**config.mk**
```make
export PLATFORM = sky130hd
export DESIGN_NAME = aidr_module_flat
export DESIGN_NICKNAME = d
export VERILOG_FILES = /design/src/core/aidr_pkg.sv /design/src/core/aidr_link_if.sv /design/src/core/aidr_module.sv /design/src/flat_wrapper.sv
export SDC_FILE = /design/constraint.sdc
export NUM_CORES = 1
export LEC_CHECK = 0
export ABC_AREA = 1
export BUFFER_PORTS_ARGS = -buffer_cell sky130_fd_sc_hd__buf_2
export CORE_UTILIZATION = 45
export CTS_CLUSTER_DIAMETER = 200
export DETAILED_ROUTE_END_ITERATION = 10
export GPL_ROUTABILITY_DRIVEN = 1
export MAX_ROUTING_LAYER = met4
export PLACE_DENSITY = 0.62
export RECOVER_POWER = 100
export SYNTH_ARGS = -nofsm -noshare
export SYNTH_HDL_FRONTEND = slang
export SYNTH_SLANG_ARGS = --single-unit
```
**constraint.sdc**
```tcl
create_clock -name core_clk -period 11.6 [get_ports core_clk]
set_input_delay 0.58 -clock core_clk [delete_from_list [all_inputs] [get_ports core_clk]]
set_output_delay 0.58 -clock core_clk [all_outputs]
set_load 0.05 [all_outputs]
```
**src/core/aidr_pkg.sv**
```systemverilog
// constants and types for the analog input parameter / diagnostic records
// shared by the device end, the coupler end and the link interface
`default_nettype none
package aidr_pkg;
   localparam int CLK_MHZ = 100;
   localparam int US_NS   = 1000;
   localparam int CYC_PER_US = (US_NS * CLK_MHZ) / 1000;
   localparam int NUM_CHAN = 2;
   localparam int REC_BYTES = 20;
   localparam int HEAD_BYTES = 4;

   // function codes
   localparam logic [7:0] FN_S7_RANGE = 8'h10;
   localparam logic [7:0] FN_S5_RANGE = 8'h20;
   localparam logic [7:0] FN_CHAN_OFF = 8'hFF;
   localparam logic [7:0] FN_RESET    = 8'h10;

   // scaling: code = (mv * scale) >>> 16
   localparam logic [17:0] S7_SCALE = 18'h2C3CA;
   localparam logic [17:0] S5_SCALE = 18'h1A36F;
   localparam logic signed [15:0] S7_NOM_HI = 16'sh6C00;
   localparam logic signed [15:0] S7_OVR_LIM = 16'sh7EFF;
   localparam logic signed [15:0] S7_UND_LIM = 16'shED00;
   localparam logic signed [15:0] S5_NOM_HI = 16'sh4000;
   localparam logic signed [15:0] S5_OVR_LIM = 16'sh5000;
   localparam logic signed [15:0] S5_UND_LIM = 16'shF333;
   localparam logic [15:0] CODE_CLAMP_HI = 16'h7FFF;
   localparam logic [15:0] CODE_CLAMP_LO = 16'h8000;

   // access numbers
   localparam logic [15:0] REC_DIAG_FULL = 16'h0001;
   localparam logic [15:0] REC_DIAG_HEAD = 16'h0000;
   localparam logic [15:0] REC_FN_BASE   = 16'h0080;
   localparam logic [15:0] IDX_DIAG_FULL = 16'h2F01;
   localparam logic [15:0] IDX_DIAG_HEAD = 16'h2F00;
   localparam logic [15:0] IDX_FN_BASE   = 16'h3100;
   localparam logic [15:0] IDX_DIAG_SUB  = 16'h5005;
   localparam logic [7:0]  SUB_FN_BASE   = 8'h01;
   localparam logic [7:0]  SUB_DIAG_BASE = 8'h02;
   localparam logic [7:0]  SUB_DIAG_LAST = 8'h11;
   localparam logic [7:0]  SUB_STAMP     = 8'h13;

   // record byte positions
   localparam int BY_SUMMARY = 0;
   localparam int BY_MODINFO = 1;
   localparam int BY_RSVD    = 2;
   localparam int BY_INTERN  = 3;
   localparam int BY_KIND    = 4;
   localparam int BY_NBITS   = 5;
   localparam int BY_NCHAN   = 6;
   localparam int BY_CHSUM   = 7;
   localparam int BY_CHERR0  = 8;
   localparam int BY_STAMP   = 16;

   // constant bytes
   localparam logic [7:0] MODULE_INFO_VAL   = 8'h15;
   localparam logic [7:0] CHANNEL_KIND_VAL  = 8'h71;
   localparam logic [7:0] DIAG_BITS_VAL     = 8'h08;
   localparam logic [7:0] CHANNEL_COUNT_VAL = 8'h02;
   localparam logic [7:0] ERR_RESET         = 8'h00;

   // bit positions
   localparam int SUM_MOD_FAIL = 0;
   localparam int SUM_INTERNAL = 1;
   localparam int SUM_EXTERNAL = 2;
   localparam int SUM_CHANNEL  = 3;
   localparam int SUM_AUX      = 4;
   localparam int SUM_PARAM    = 7;
   localparam int INT_BUF_OVF  = 3;
   localparam int INT_COMM     = 4;
   localparam int CH_CFG       = 0;
   localparam int CH_UNDER     = 6;
   localparam int CH_OVER      = 7;

   typedef enum logic [1:0] {ACC_RECORD, ACC_INDEX, ACC_SUBINDEX} aidr_access_t;
   typedef enum logic [1:0] {OP_READ_FULL, OP_READ_HEAD, OP_READ_SUB, OP_WRITE_FN} aidr_op_t;
endpackage
`default_nettype wire

```
**src/core/aidr_link_if.sv**
```systemverilog
// backplane link between the analog module and the bus coupler
// both ends run on the same core_clk; testbench joins them here
`timescale 1ns/1ps
`default_nettype none
interface aidr_link_if
   import aidr_pkg::*;
(
   input wire logic core_clk
);
   logic         req_valid;
   logic         req_write;
   aidr_access_t req_access;
   logic [15:0]  req_number;
   logic [7:0]   req_sub;
   logic [7:0]   req_wdata;
   logic         rsp_valid;
   logic [7:0]   rsp_data;
   logic         rsp_last;
   logic         rsp_error;

   modport dev (
      input  req_valid,
      input  req_write,
      input  req_access,
      input  req_number,
      input  req_sub,
      input  req_wdata,
      output rsp_valid,
      output rsp_data,
      output rsp_last,
      output rsp_error
   );
   modport cpl (
      output req_valid,
      output req_write,
      output req_access,
      output req_number,
      output req_sub,
      output req_wdata,
      input  rsp_valid,
      input  rsp_data,
      input  rsp_last,
      input  rsp_error
   );
endinterface
`default_nettype wire

```
**src/core/aidr_module.sv**
```systemverilog
// analog input module end: function codes, scaling, diagnostic record
// assumes measured millivolts and fault inputs arrive on core_clk
//
// Overview of operation
// - per-channel function code, reset 10h, FFh off
// - code 10h: 10 V gives 27648
// - code 20h: 10 V gives 16384
// - channel errors light channel LED; all errors light module LED and record
// - no interrupt; diagnostics only by reading
// - detect config, overflow, underflow per channel
// - record 01h full, 00h first four
// - index 2F01h full, 2F00h first four
// - index 5005h, subindex from 02h per byte
// - function codes via 80h/81h, 3100h/3101h, 01h/02h
// - summary byte fault bits
// - module information byte reads 15h
// - constant kind, bit count, channel count bytes
// - fixed record byte order, errors reset zero
// - internal byte: buffer overflow, comm error
// - channel summary bit per channel
// - channel byte: config, underflow, overflow bits
// - timestamp captures microsecond ticker on event
`timescale 1ns/1ps
`default_nettype none
module aidr_module
   import aidr_pkg::*;
(
   input  wire logic                   core_clk,
   input  wire logic                   rst,
   aidr_link_if.dev                    link,
   input  wire logic signed [15:0]     volt_mv [NUM_CHAN],
   input  wire logic                   module_fail,
   input  wire logic                   aux_supply_missing,
   input  wire logic                   diag_buf_overflow,
   input  wire logic                   int_comm_error,
   output logic        [15:0]          chan_code [NUM_CHAN],
   output logic        [7:0]           chan_function_code [NUM_CHAN],
   output logic        [NUM_CHAN-1:0]  chan_err_led,
   output logic                        module_err_led
);
   logic [7:0]          fn_reg [NUM_CHAN];
   logic [15:0]         code_reg [NUM_CHAN];
   logic [NUM_CHAN-1:0] over_reg;
   logic [NUM_CHAN-1:0] under_reg;
   logic [NUM_CHAN-1:0] cfg_reg;
   logic [7:0]          summary;
   logic [7:0]          intern;
   logic [7:0]          summary_prev_reg;
   logic [31:0]         us_count_reg;
   logic [$clog2(CYC_PER_US)-1:0] us_div_reg;
   logic [31:0]         stamp_reg;
   logic [7:0]          rec [REC_BYTES];

   // per-channel scaling and range checks
   genvar ch;
   generate
      for (ch = 0; ch < NUM_CHAN; ch++)
      begin : g_chan
         logic signed [34:0] prod;
         logic signed [18:0] scaled;
         logic signed [18:0] nom_hi;
         logic signed [18:0] ovr_lim;
         logic signed [18:0] und_lim;
         logic               fn_s7;
         logic               fn_s5;
         always_comb
         begin
            fn_s7  = (fn_reg[ch] == FN_S7_RANGE);
            fn_s5  = (fn_reg[ch] == FN_S5_RANGE);
            prod   = 35'(volt_mv[ch] * $signed({1'b0, fn_s5 ? S5_SCALE : S7_SCALE}));
            scaled = prod[34:16];
            nom_hi  = fn_s5 ? 19'(S5_NOM_HI) : 19'(S7_NOM_HI);
            ovr_lim = fn_s5 ? 19'(S5_OVR_LIM) : 19'(S7_OVR_LIM);
            und_lim = fn_s5 ? 19'(S5_UND_LIM) : 19'(S7_UND_LIM);
         end

         always_ff @(posedge core_clk or posedge rst)
         begin
            if (rst)
            begin
               code_reg[ch]  <= 16'h0000;
               over_reg[ch]  <= 1'b0;
               under_reg[ch] <= 1'b0;
               cfg_reg[ch]   <= 1'b0;
            end
            else if (fn_s7 || fn_s5)
            begin
               cfg_reg[ch]   <= 1'b0;
               over_reg[ch]  <= (scaled > nom_hi);
               under_reg[ch] <= (scaled < 19'sd0);
               if (scaled > ovr_lim)
                  code_reg[ch] <= CODE_CLAMP_HI;
               else if (scaled < und_lim)
                  code_reg[ch] <= CODE_CLAMP_LO;
               else
                  code_reg[ch] <= scaled[15:0];
            end
            else
            begin
               // channel off or unknown code: no measurement
               code_reg[ch]  <= 16'h0000;
               over_reg[ch]  <= 1'b0;
               under_reg[ch] <= 1'b0;
               cfg_reg[ch]   <= (fn_reg[ch] != FN_CHAN_OFF);
            end
         end

         assign chan_code[ch]          = code_reg[ch];
         assign chan_function_code[ch] = fn_reg[ch];
         assign chan_err_led[ch]       = over_reg[ch] | under_reg[ch] | cfg_reg[ch];
      end
   endgenerate

   // summary and internal bytes
   always_comb
   begin
      summary = 8'h00;
      summary[SUM_MOD_FAIL] = module_fail;
      summary[SUM_INTERNAL] = diag_buf_overflow | int_comm_error;
      summary[SUM_EXTERNAL] = |(over_reg | under_reg);
      summary[SUM_CHANNEL]  = |(over_reg | under_reg | cfg_reg);
      summary[SUM_AUX]      = aux_supply_missing;
      summary[SUM_PARAM]    = |cfg_reg;
      intern = 8'h00;
      intern[INT_BUF_OVF] = diag_buf_overflow;
      intern[INT_COMM]    = int_comm_error;
   end

   assign module_err_led = |summary;

   // record image
   always_comb
   begin
      rec[BY_SUMMARY] = summary;
      rec[BY_MODINFO] = MODULE_INFO_VAL;
      rec[BY_RSVD]    = ERR_RESET;
      rec[BY_INTERN]  = intern;
      rec[BY_KIND]    = CHANNEL_KIND_VAL;
      rec[BY_NBITS]   = DIAG_BITS_VAL;
      rec[BY_NCHAN]   = CHANNEL_COUNT_VAL;
      rec[BY_CHSUM]   = {6'b000000, over_reg | under_reg | cfg_reg};
      for (int i = 0; i < NUM_CHAN; i++)
      begin
         rec[BY_CHERR0 + i]           = 8'h00;
         rec[BY_CHERR0 + i][CH_CFG]   = cfg_reg[i];
         rec[BY_CHERR0 + i][CH_UNDER] = under_reg[i];
         rec[BY_CHERR0 + i][CH_OVER]  = over_reg[i];
      end
      for (int i = BY_CHERR0 + NUM_CHAN; i < BY_STAMP; i++)
         rec[i] = ERR_RESET;
      for (int i = 0; i < 4; i++)
         rec[BY_STAMP + i] = stamp_reg[8*i +: 8];
   end

   // microsecond ticker and event stamp
   always_ff @(posedge core_clk or posedge rst)
   begin
      if (rst)
      begin
         us_div_reg   <= '0;
         us_count_reg <= 32'h00000000;
      end
      else if (us_div_reg == ($clog2(CYC_PER_US))'(CYC_PER_US - 1))
      begin
         us_div_reg   <= '0;
         us_count_reg <= us_count_reg + 32'h00000001;
      end
      else
         us_div_reg <= us_div_reg + 1'b1;
   end

   always_ff @(posedge core_clk or posedge rst)
   begin
      if (rst)
      begin
         summary_prev_reg <= 8'h00;
         stamp_reg        <= 32'h00000000;
      end
      else
      begin
         summary_prev_reg <= summary;
         if (|(summary & ~summary_prev_reg))
            stamp_reg <= us_count_reg;
      end
   end

   // request decode and byte streaming
   logic                         busy_reg;
   logic [4:0]                   ptr_reg;
   logic [4:0]                   end_reg;
   logic                         rsp_valid_reg;
   logic                         rsp_last_reg;
   logic                         rsp_error_reg;
   logic [7:0]                   rsp_data_reg;
   logic                         rd_ok;
   logic [4:0]                   rd_first;
   logic [4:0]                   rd_last;
   logic                         wr_ok;
   logic [0:0]                   wr_chan;

   always_comb
   begin
      rd_ok    = 1'b0;
      rd_first = 5'd0;
      rd_last  = 5'(REC_BYTES - 1);
      wr_ok    = 1'b0;
      wr_chan  = 1'b0;
      case (link.req_access)
         ACC_RECORD:
         begin
            rd_ok   = (link.req_number == REC_DIAG_FULL) || (link.req_number == REC_DIAG_HEAD);
            rd_last = (link.req_number == REC_DIAG_HEAD) ? 5'(HEAD_BYTES - 1) : 5'(REC_BYTES - 1);
            wr_ok   = (link.req_number[15:1] == REC_FN_BASE[15:1]);
            wr_chan = link.req_number[0];
         end
         ACC_INDEX:
         begin
            rd_ok   = (link.req_number == IDX_DIAG_FULL) || (link.req_number == IDX_DIAG_HEAD);
            rd_last = (link.req_number == IDX_DIAG_HEAD) ? 5'(HEAD_BYTES - 1) : 5'(REC_BYTES - 1);
            wr_ok   = (link.req_number[15:1] == IDX_FN_BASE[15:1]);
            wr_chan = link.req_number[0];
         end
         ACC_SUBINDEX:
         begin
            if (link.req_number == IDX_DIAG_SUB)
            begin
               if (link.req_sub >= SUB_DIAG_BASE && link.req_sub <= SUB_DIAG_LAST)
               begin
                  rd_ok    = 1'b1;
                  rd_first = 5'(link.req_sub - SUB_DIAG_BASE);
                  rd_last  = rd_first;
               end
               else if (link.req_sub == SUB_STAMP)
               begin
                  rd_ok    = 1'b1;
                  rd_first = 5'(BY_STAMP);
               end
            end
            wr_ok   = (link.req_number == IDX_FN_BASE) &&
                      (link.req_sub == SUB_FN_BASE || link.req_sub == SUB_FN_BASE + 8'h01);
            wr_chan = 1'(link.req_sub - SUB_FN_BASE);
         end
         default:
            rd_ok = 1'b0;
      endcase
   end

   always_ff @(posedge core_clk or posedge rst)
   begin
      if (rst)
      begin
         for (int i = 0; i < NUM_CHAN; i++)
            fn_reg[i] <= FN_RESET;
      end
      else if (link.req_valid && !busy_reg && link.req_write && wr_ok)
         fn_reg[wr_chan] <= link.req_wdata;
   end

   always_ff @(posedge core_clk or posedge rst)
   begin
      if (rst)
      begin
         busy_reg      <= 1'b0;
         ptr_reg       <= 5'd0;
         end_reg       <= 5'd0;
         rsp_valid_reg <= 1'b0;
         rsp_last_reg  <= 1'b0;
         rsp_error_reg <= 1'b0;
         rsp_data_reg  <= 8'h00;
      end
      else
      begin
         rsp_valid_reg <= 1'b0;
         rsp_last_reg  <= 1'b0;
         rsp_error_reg <= 1'b0;
         if (busy_reg)
         begin
            rsp_valid_reg <= 1'b1;
            rsp_data_reg  <= rec[ptr_reg];
            rsp_last_reg  <= (ptr_reg == end_reg);
            ptr_reg       <= ptr_reg + 5'd1;
            busy_reg      <= (ptr_reg != end_reg);
         end
         else if (link.req_valid)
         begin
            if (!link.req_write && rd_ok)
            begin
               busy_reg <= 1'b1;
               ptr_reg  <= rd_first;
               end_reg  <= rd_last;
            end
            else
            begin
               // write acknowledge or refusal
               rsp_valid_reg <= 1'b1;
               rsp_last_reg  <= 1'b1;
               rsp_data_reg  <= 8'h00;
               rsp_error_reg <= !(link.req_write && wr_ok);
            end
         end
      end
   end

   assign link.rsp_valid = rsp_valid_reg;
   assign link.rsp_data  = rsp_data_reg;
   assign link.rsp_last  = rsp_last_reg;
   assign link.rsp_error = rsp_error_reg;
endmodule // aidr_module
`default_nettype wire

```
**src/flat_wrapper.sv**
```systemverilog
// flat-port wrapper written by rule: the top's interface ports become plain ports
module aidr_module_flat import aidr_pkg::*;
  (core_clk, rst, volt_mv, module_fail, aux_supply_missing, diag_buf_overflow, int_comm_error, chan_code, chan_function_code, chan_err_led, module_err_led, link_req_valid, link_req_write, link_req_access, link_req_number, link_req_sub, link_req_wdata, link_rsp_valid, link_rsp_data, link_rsp_last, link_rsp_error);
  aidr_link_if link_i (.core_clk(core_clk));
  input  wire logic core_clk;
  input  wire logic rst;
  input  wire logic signed [15:0] volt_mv[NUM_CHAN];
  input  wire logic module_fail;
  input  wire logic aux_supply_missing;
  input  wire logic diag_buf_overflow;
  input  wire logic int_comm_error;
  output logic        [15:0] chan_code[NUM_CHAN];
  output logic        [7:0] chan_function_code[NUM_CHAN];
  output logic        [NUM_CHAN-1:0] chan_err_led;
  output logic module_err_led;
  input wire logic [$bits(link_i.req_valid)-1:0] link_req_valid;
  input wire logic [$bits(link_i.req_write)-1:0] link_req_write;
  input wire logic [$bits(link_i.req_access)-1:0] link_req_access;
  input wire logic [$bits(link_i.req_number)-1:0] link_req_number;
  input wire logic [$bits(link_i.req_sub)-1:0] link_req_sub;
  input wire logic [$bits(link_i.req_wdata)-1:0] link_req_wdata;
  output wire logic [$bits(link_i.rsp_valid)-1:0] link_rsp_valid;
  output wire logic [$bits(link_i.rsp_data)-1:0] link_rsp_data;
  output wire logic [$bits(link_i.rsp_last)-1:0] link_rsp_last;
  output wire logic [$bits(link_i.rsp_error)-1:0] link_rsp_error;
  assign link_i.req_valid = link_req_valid;
  assign link_i.req_write = link_req_write;
  assign link_i.req_access = link_req_access;
  assign link_i.req_number = link_req_number;
  assign link_i.req_sub = link_req_sub;
  assign link_i.req_wdata = link_req_wdata;
  assign link_rsp_valid = link_i.rsp_valid;
  assign link_rsp_data = link_i.rsp_data;
  assign link_rsp_last = link_i.rsp_last;
  assign link_rsp_error = link_i.rsp_error;
  aidr_module u_core (.core_clk(core_clk), .rst(rst), .link(link_i), .volt_mv(volt_mv), .module_fail(module_fail), .aux_supply_missing(aux_supply_missing), .diag_buf_overflow(diag_buf_overflow), .int_comm_error(int_comm_error), .chan_code(chan_code), .chan_function_code(chan_function_code), .chan_err_led(chan_err_led), .module_err_led(module_err_led));
endmodule
```
# Yosys cells after proc, flatten, opt, wreduce, memory -nomap -nowiden
# Index checks and enable logic that the tools add are counted.
classes:
  bitwise: 12
  magnitude_cmp: 13
  reduce_logical: 29
  n_eq_ne: 22
  multipliers: 2
  n_mux: 58
  add_sub_neg: 5
ops:
  columns: ["operator", "n"]
  rows:
  - ["$mux 16", 6]
  - ["$gt 19x19->1", 4]
  - ["$mul 16x19->35", 2]
  - ["$mux 14", 4]
  - ["$mux 5", 11]
  - ["$eq 16x14->1 const B", 3]
  - ["$mux 8", 6]
  - ["$bmux 8 s5", 1]
  - ["$lt 19x1->1 const B", 2]
  - ["$lt 19x19->1", 2]
  - ["$mux 18", 2]
  - ["$add 32x1->32 const B", 1]
  - ["$mux 13", 2]
  - ["$eq 8x5->1 const B", 3]
  - ["$mux 1", 19]
  - ["$bwmux 16", 1]
  - ["$eq 16x1->1 const B", 1]
  - ["$eq 16x15->1 const B", 1]
  - ["$eq 8x6->1 const B", 2]
  - ["$logic_not 16->1", 1]
  - ["$ne 8x8->1 const B", 2]
  - ["$eq 15x13->1 const B", 1]
  - ["$eq 15x7->1 const B", 1]
  - ["$pmux 5 s3", 1]
  - ["other kinds (38)", 62]
totals:
  register_bits: 153
  output_inout_bits: 62
  wordCells: 162
  input_bits: 74

# Longest topological paths before layout
# Gate-level depths: netlist of the first run.
logic_depth:
  word_depth: 9
  ltp_mapped: 47
  ltp_nobuf: 44

# Least setup slack after synthesis of the first run
# OpenSTA, ideal clock, no wires.
synth_timing:
  kind: "register to register"
  startpoint: "register u_core.fn_reg, in the netlist u_core.chan_function_code[15]"
  endpoint: "register u_core.code_reg, in the netlist u_core.chan_code[21]"
  path_stages_with_launch: 39
  synth_period_minus_slack_ps: 8099
  setup_ps: 153
  t_required_ps: 11447
  slack_ps: 3501
  arrival_ps: 7946
  path_buffers: 3
  path_cell_list: "dfrtp_1 -> nor2_1 -> nand3_1 -> nor2_2 -> clkbuf_1 -> buf_1 -> nor2_1 -> inv_1 -> fa_1 -> fa_1 -> inv_1 -> fa_1 -> fa_1 -> fa_1 -> inv_1 -> fa_1 -> inv_1 -> ha_1 -> [3 not listed] -> o21ai_0 -> a21oi_1 -> nand2_1 -> nand3_1 -> nand2_1 -> xor2_1 -> ha_1 -> nand2_1 -> nor2_1 -> inv_1 -> nor2_1 -> nand4_1 -> or2_0 -> nand2_1 -> nand3_1 -> nand2_2 -> buf_4 -> a21oi_1"
synth_via:
  elab_chain_len: 7
  elab_cells_between_ends: 12
  cone_classes: "mul: 1; order compare: 2; eq/ne: 2; mux: 6; reduce/logical: 1"
synth_lines:
  columns: ["element", "line_no", "rtl"]
  rows:
  - ["from (decl)", "aidr_module.sv:41", "logic [7:0] fn_reg [NUM_CHAN];"]
  - ["from (signal, indexed assignment)", "aidr_module.sv:256", "fn_reg[wr_chan] <= link.req_wdata;"]
  - ["$eq 8x6->1", "aidr_module.sv:69", "fn_s5 = (fn_reg[ch] == FN_S5_RANGE);"]
  - ["$mux 18", "aidr_module.sv:70", "prod = 35'(volt_mv[ch] * $signed({1'b0, fn_s5 ? S5_SCALE : S7_SCALE}));"]
  - ["$mul 16x19->35", "aidr_module.sv:70", null]
  - ["$lt 19x19->1", "aidr_module.sv:93", "else if (scaled < und_lim)"]
  - ["$mux 16", "aidr_module.sv:93", null]
  - ["$mux 16", "aidr_module.sv:91", "if (scaled > ovr_lim)"]
  - ["$mux 16 (*)", "aidr_module.sv:86", "else if (fn_s7 || fn_s5)"]
  - ["to (signal, indexed assignment)", "aidr_module.sv:96", "code_reg[ch] <= scaled[15:0];"]
  - ["to (decl)", "aidr_module.sv:42", "logic [15:0] code_reg [NUM_CHAN];"]
# Mark *: on every way between the ends. The rest lies on a longest branch, timed or not.
# A chain may end at the register's enable or synchronous reset.

# Worst setup path in the final report of the first run
layout_timing:
  startpoint: "register u_core.fn_reg, in the netlist u_core.chan_function_code[4]"
  endpoint: "register u_core.code_reg, in the netlist u_core.chan_code[4]"
# Same word-level chain as after synthesis.

==> results.json, run 1 <==
{
  "clock_latency_ns": 0.43,
  "placed_area_sq_um": 25200,
  "crit_required_ns": 11.86,
  "gr-usage-met3_pct": 2.63,
  "async_flop_share_pct": 100,
  "placeableCoreArea_sq_um": 51700,
  "cpMaxStageDelayCell": "clkbuf_1",
  "path_class": "flop to flop",
  "setup_viol": 0,
  "seq_area_frac_synth_pct": 16.1,
  "drtIter0Drc": 1143,
  "antenna_found_initial": 0,
  "ys_ff_latch": 153,
  "clock_path_buffers": 2,
  "dp_hpwl_um": 53200,
  "layout-drive-gt1-share_pct": 4.58,
  "synth_top_cell_by_area": "fa_1",
  "post-route-period-util_pct": 83.3,
  "synth_cells": 2930,
  "path_common_cell": "nand2_1",
  "design_area_sq_um": 25700,
  "num_vias": 18800,
  "busiest_layer": "met2",
  "grt_max_degree": 97,
  "cts_tree": "yes",
  "synth-main-ff-cell": "dfrtp_1",
  "boundaryPins": 136,
  "synth_cell_types": 68,
  "status": "finished, violations left",
  "worstPathMaxFanout": 31,
  "avgSynthCellArea_sq_um": 8.11,
  "grt_pass1_wl_um": 100000,
  "drc": 0,
  "yosysWarnings": 0,
  "startpoint_type": "flop",
  "die_area_sq_um": 53700,
  "dr.pass1.iters": 5,
  "post_cts_resized": 0,
  "gp_congestion": 0.971,
  "fp-row-count": 83,
  "synth_edf_count": 0,
  "synth_area_leaders": "fa_1 (25%), ha_1 (19%), dfrtp_1 (16%)",
  "maxCapViolations": 6,
  "violations": "capacitance limit, slew limit",
  "start_util_pct": 45.9,
  "die_x_um": 232,
  "routed_via_density": 5.01,
  "met2_usage_pct": 40.2,
  "wl_um": 60700,
  "max_stage_delay_ns": 1.13,
  "finish.utilization_pct": 49.6,
  "finalNetCount": 3789,
  "hold_viol_final": 0,
  "yosysMostFrequentCell": "inv_1",
  "cts_setup_buffers": 0,
  "cp.arrival_ns": 9.92,
  "worst_slew_pin_slew_ns": 4.16,
  "numCtsBuffers": 17,
  "drtAntennaViolNets": 0,
  "synth_top_area_share_pct": 25.3,
  "slew_headroom_pct": -179,
  "rsz0062_at_grt": "false",
  "r2r-start": "u_core.chan_function_code[4]",
  "tns_ns": 0,
  "io_buffers": 135,
  "grt.total_usage_pct": 24.1,
  "die_y_um": 232,
  "dp_slack_ns": 2.76,
  "fin_crit_ns": 9.66,
  "grt_use_met1_pct": 31.6,
  "cts.sinks": 153,
  "cts_max_level": 4,
  "synth_common_cells": "inv_1 (788), nand2_1 (422), ha_1 (352)",
  "routedWlPerCell_um": 16.2,
  "netlist_area_sq_um": 23800,
  "finClkSkew_ns": 0.0121,
  "globalRouteOverflowTotal": 0,
  "root_buffer": "clkbuf_16",
  "setup_ws_ns": 1.94,
  "fmax_ghz": 0.104,
  "final-max-slew-violation-count": 277,
  "startpoint": "u_core.chan_function_code[4]",
  "grt_pass1_vias": 19600,
  "hp-class": "input pin to flop",
  "min_from": "module_fail",
  "num_antenna_cells": 0,
  "end_kind": "flop",
  "hold_buffers": 0,
  "area_growth_pct": 7.98,
  "clk_pin_slew_ns": 0.08
}
area by class of cell:
type | count | area, sq um
clock inverter | 15 | 196
inverter | 796 | 2990
clock buffer | 17 | 425
tap | 680 | 851
fill | 5190 | 26100
multi-input combinational | 1953 | 16700
sequential | 153 | 3830
timing repair buffer | 142 | 636
stage by stage:
step | hold WS [ns] | std cells
after detailed placement | 0.453 | 3724
after CTS | 0.290 | 3756
after floorplan | 0.431 | 2946
final | 0.324 | 3756
after global routing | 0.328 | 3756
after global placement | 0.450 | 3724
routing by layer:
metal	vias up	routed length, um
met1	9038	28000
met3	69	2520
li1	9295	-
met5	-	0
met4	0	1050
met2	424	29100
cells in the final DEF, fill, tap and decap left out, drive strengths merged, types with 4 or more instances in the layout:
cell type  count
inv          797
nand2        430
ha           352
fa           300
nor2         248
dfrtp        151
o21ai        130
a21oi        122
clkbuf        85
buf           74
nand3         72
xor2          54
nor3          39
nand4         33
nor4          20
conb          18
a31oi         17
o22ai         14
clkinv        13
o21bai        12
or2           10
a21o           8
o21a           8
and3           7
nand3b         7
mux2           5
o211ai         5
a211oi         5
a21boi         5
xnor2          5
o221ai         4
kinds of logic (layout without fill, tap and decap cells):
group	count (synthesis)	in the layout	synth area share [%]
AND/OR/NAND/NOR	871	871	15.7
buffers and inverters	840	970	13.5
adder cells (fa/ha/maj)	652	652	43.8
AO/OA/AOI/OAI	348	348	8.32
flip-flops	153	153	16.1
XOR/XNOR	59	59	2.35
multiplexers	5	5	0.237
other	2	18	0.0316
worst paths after layout:
path / endpoint / slack [ns] / depth (start not counted)
min in group asynchronous: u_core.chan_code[15] / 1.40 / 2
setup reg to reg: u_core.chan_code[4] / 1.94 / 36
hold / removal: u_core.summary_prev_reg[0] / 0.32 / 1
max in group asynchronous: u_core.chan_code[19] / 6.21 / 3
setup / recovery: u_core.chan_code[4] / 1.94 / 36
hold reg to reg: u_core.us_div_reg[0] / 0.46 / 1
worst max-delay path: cells and delay by family, from the launching register on:
kind / cells / cell delay (ns)
xor gates and xnor gates: 1 / 0.34
and+or+nand+nor: 14 / 1.92
buffers and inverters: 7 / 1.71
adders and majority gates: 8 / 3.83
AOI/OAI and AO/OA: 6 / 1.03
DFF: 1 / 0.63
Power of run 1 is left out: the tool's default activity adds up to more than one toggle a clock period on the data nets, which glitch-free logic cannot reach.
==> inputs of run 2 (changes only) <==
==> constraint.sdc (replaced) <==
create_clock -name core_clk -period 10 [get_ports core_clk]
set_input_delay 0.5 -clock core_clk [delete_from_list [all_inputs] [get_ports core_clk]]
set_output_delay 0.5 -clock core_clk [all_outputs]
set_load 0.05 [all_outputs]
==> run 2 against run 1 <==
  * First-iteration DRC count rose by 7.4%
  * Critical endpoint is now u_core.chan_code[22]
  * Final area decreased by 0.10%
  * Cell count about the same
  * Setup slack worse by 0.89 ns
  * Register-to-register slack worse by 0.89 ns
  * Critical path type unchanged
  * Sequential share of layout area hardly changed
  * Worst hold slack lost 0.081 ns
  * The run still ends with capacitance limit, slew limit left
==> results.json, run 2 (synthesized netlist as in run 1, its figures left out) <==
{
  "finalNetCount": 3790,
  "gp_congestion": 0.968,
  "rsz0062_at_grt": "false",
  "final_cell_mix": "inv_1 (788), nand2_1 (425), ha_1 (352)",
  "layout-drive-gt1-share_pct": 4.58,
  "tns_ns": 0,
  "clock_path_buffers": 2,
  "path_common_cell": "fa_1",
  "grt.total_usage_pct": 24.2,
  "clk_pin_slew_ns": 0.07,
  "routedWlPerCell_um": 16.2,
  "dr.pass1.iters": 5,
  "worstPathMaxFanout": 16,
  "grt_pass1_wl_um": 101000,
  "final-max-slew-violation-count": 248,
  "filler_cell_count": 5205,
  "area_growth_pct": 7.87,
  "drtIter0Drc": 1228,
  "startpoint_type": "flop",
  "start_util_pct": 45.9,
  "worstRegToRegCells": 31,
  "wl_um": 60900,
  "root_buffer": "clkbuf_16",
  "path_class": "flop to flop",
  "whs_path_depth": 1,
  "hp-class": "input pin to flop",
  "cts_max_level": 4,
  "fmax_ghz": 0.112,
  "clock_latency_ns": 0.43,
  "max_stage_delay_ns": 0.61,
  "die_x_um": 232,
  "drc": 0,
  "die_y_um": 232,
  "grt_max_degree": 91,
  "maxCapViolations": 5,
  "hold_buffers": 0,
  "worst_slew_pin_slew_ns": 3.87,
  "num_vias": 18900,
  "boundaryPins": 136,
  "post_cts_resized": 0,
  "hold_viol_final": 0,
  "fin_crit_ns": 8.95,
  "end_kind": "flop",
  "placeableCoreArea_sq_um": 51700,
  "cts.sinks": 153,
  "grt_pass1_vias": 20000,
  "setup_viol": 0,
  "cts_tree": "yes",
  "cts_setup_buffers": 0,
  "status": "finished, violations left",
  "routed_via_density": 5.04,
  "violations": "capacitance limit, slew limit",
  "post-route-period-util_pct": 89.5,
  "finClkSkew_ns": 0.00912,
  "antenna_found_initial": 0,
  "final_common_cell": "inv_1",
  "crit_required_ns": 10.23,
  "globalRouteOverflowTotal": 0,
  "fp-row-count": 83,
  "slew_headroom_pct": -159,
  "num_antenna_cells": 0,
  "numCtsBuffers": 17,
  "dp_hpwl_um": 53400,
  "die_area_sq_um": 53700,
  "ff2ff_setup_slack_ns": 1.05,
  "cpMaxStageDelayCell": "fa_1",
  "io_buffers": 135,
  "cp.arrival_ns": 9.18,
  "drtAntennaViolNets": 0
}
[run 2: changes by cell type in the layout (fill, tap and decap cells not counted)]
cell        change
nor2_1          +2
clkinvlp_4      +2
a2111oi_0       -1
nand2_1         +1
nor2_2          -2
inv_12          -1
buf_4           +1
inv_6           +5
nand3_2         +1
inv_8           -1
a2111oi_4       +1
nand3_1         -1
clkinv_8        -5
nand2_2         -1
[run 2: worst paths after layout]
check | from | to
max in group asynchronous | rst | u_core.chan_code[16]
min in group asynchronous | rst | u_core.us_count_reg[20]
setup / recovery | u_core.chan_function_code[15] | u_core.chan_code[22]
setup reg to reg | u_core.chan_function_code[15] | u_core.chan_code[22]
hold / removal | module_fail | u_core.summary_prev_reg[0]
hold reg to reg | u_core.us_count_reg[31] | u_core.us_count_reg[31]
[run 2: routing by layer]
layer	track usage [%]	part of all wire, %
met1	32.3	47
met2	39.2	46
met3	3.46	5.3
met4	4.91	1.5
met5	-	0
[run 2: critical path: cells and delay by family (launching register included)]
kind	cells	cell delay, ns
AO/OA/AOI/OAI	4	0.81
flip-flops	1	0.42
XOR/XNOR	1	0.51
adder cells (fa/ha/maj)	8	3.82
AND/OR/NAND/NOR	13	2.52
buffers and inverters	5	0.63
[run 2: layout make-up]
class                   count  area [sq um]  area share, %
multi-input cells        1953         16700           65.3
flip-flops and latches    153          3830           14.9
inverters                 796          2990           11.7
well taps                 680           851           3.32
repair buffers            143           643           2.51
clock buffers              17           425           1.66
clock inverters            15           146          0.571
[run 2: through the flow]
stage	util, %	instance area, sq um	hold slack, ns	setup WS, ns	cells
final	49.6	25600	0.243	1.05	3757
after global routing	49.6	25600	0.240	0.599	3757
after CTS	49.9	25800	0.207	1.31	3757
after detailed placement	48.8	25200	0.460	1.31	3725
after global placement	48.8	25200	0.450	1.40	3725
after floorplan	-	23800	0.431	1.90	2946
Power of run 2 is left out for the same reason.
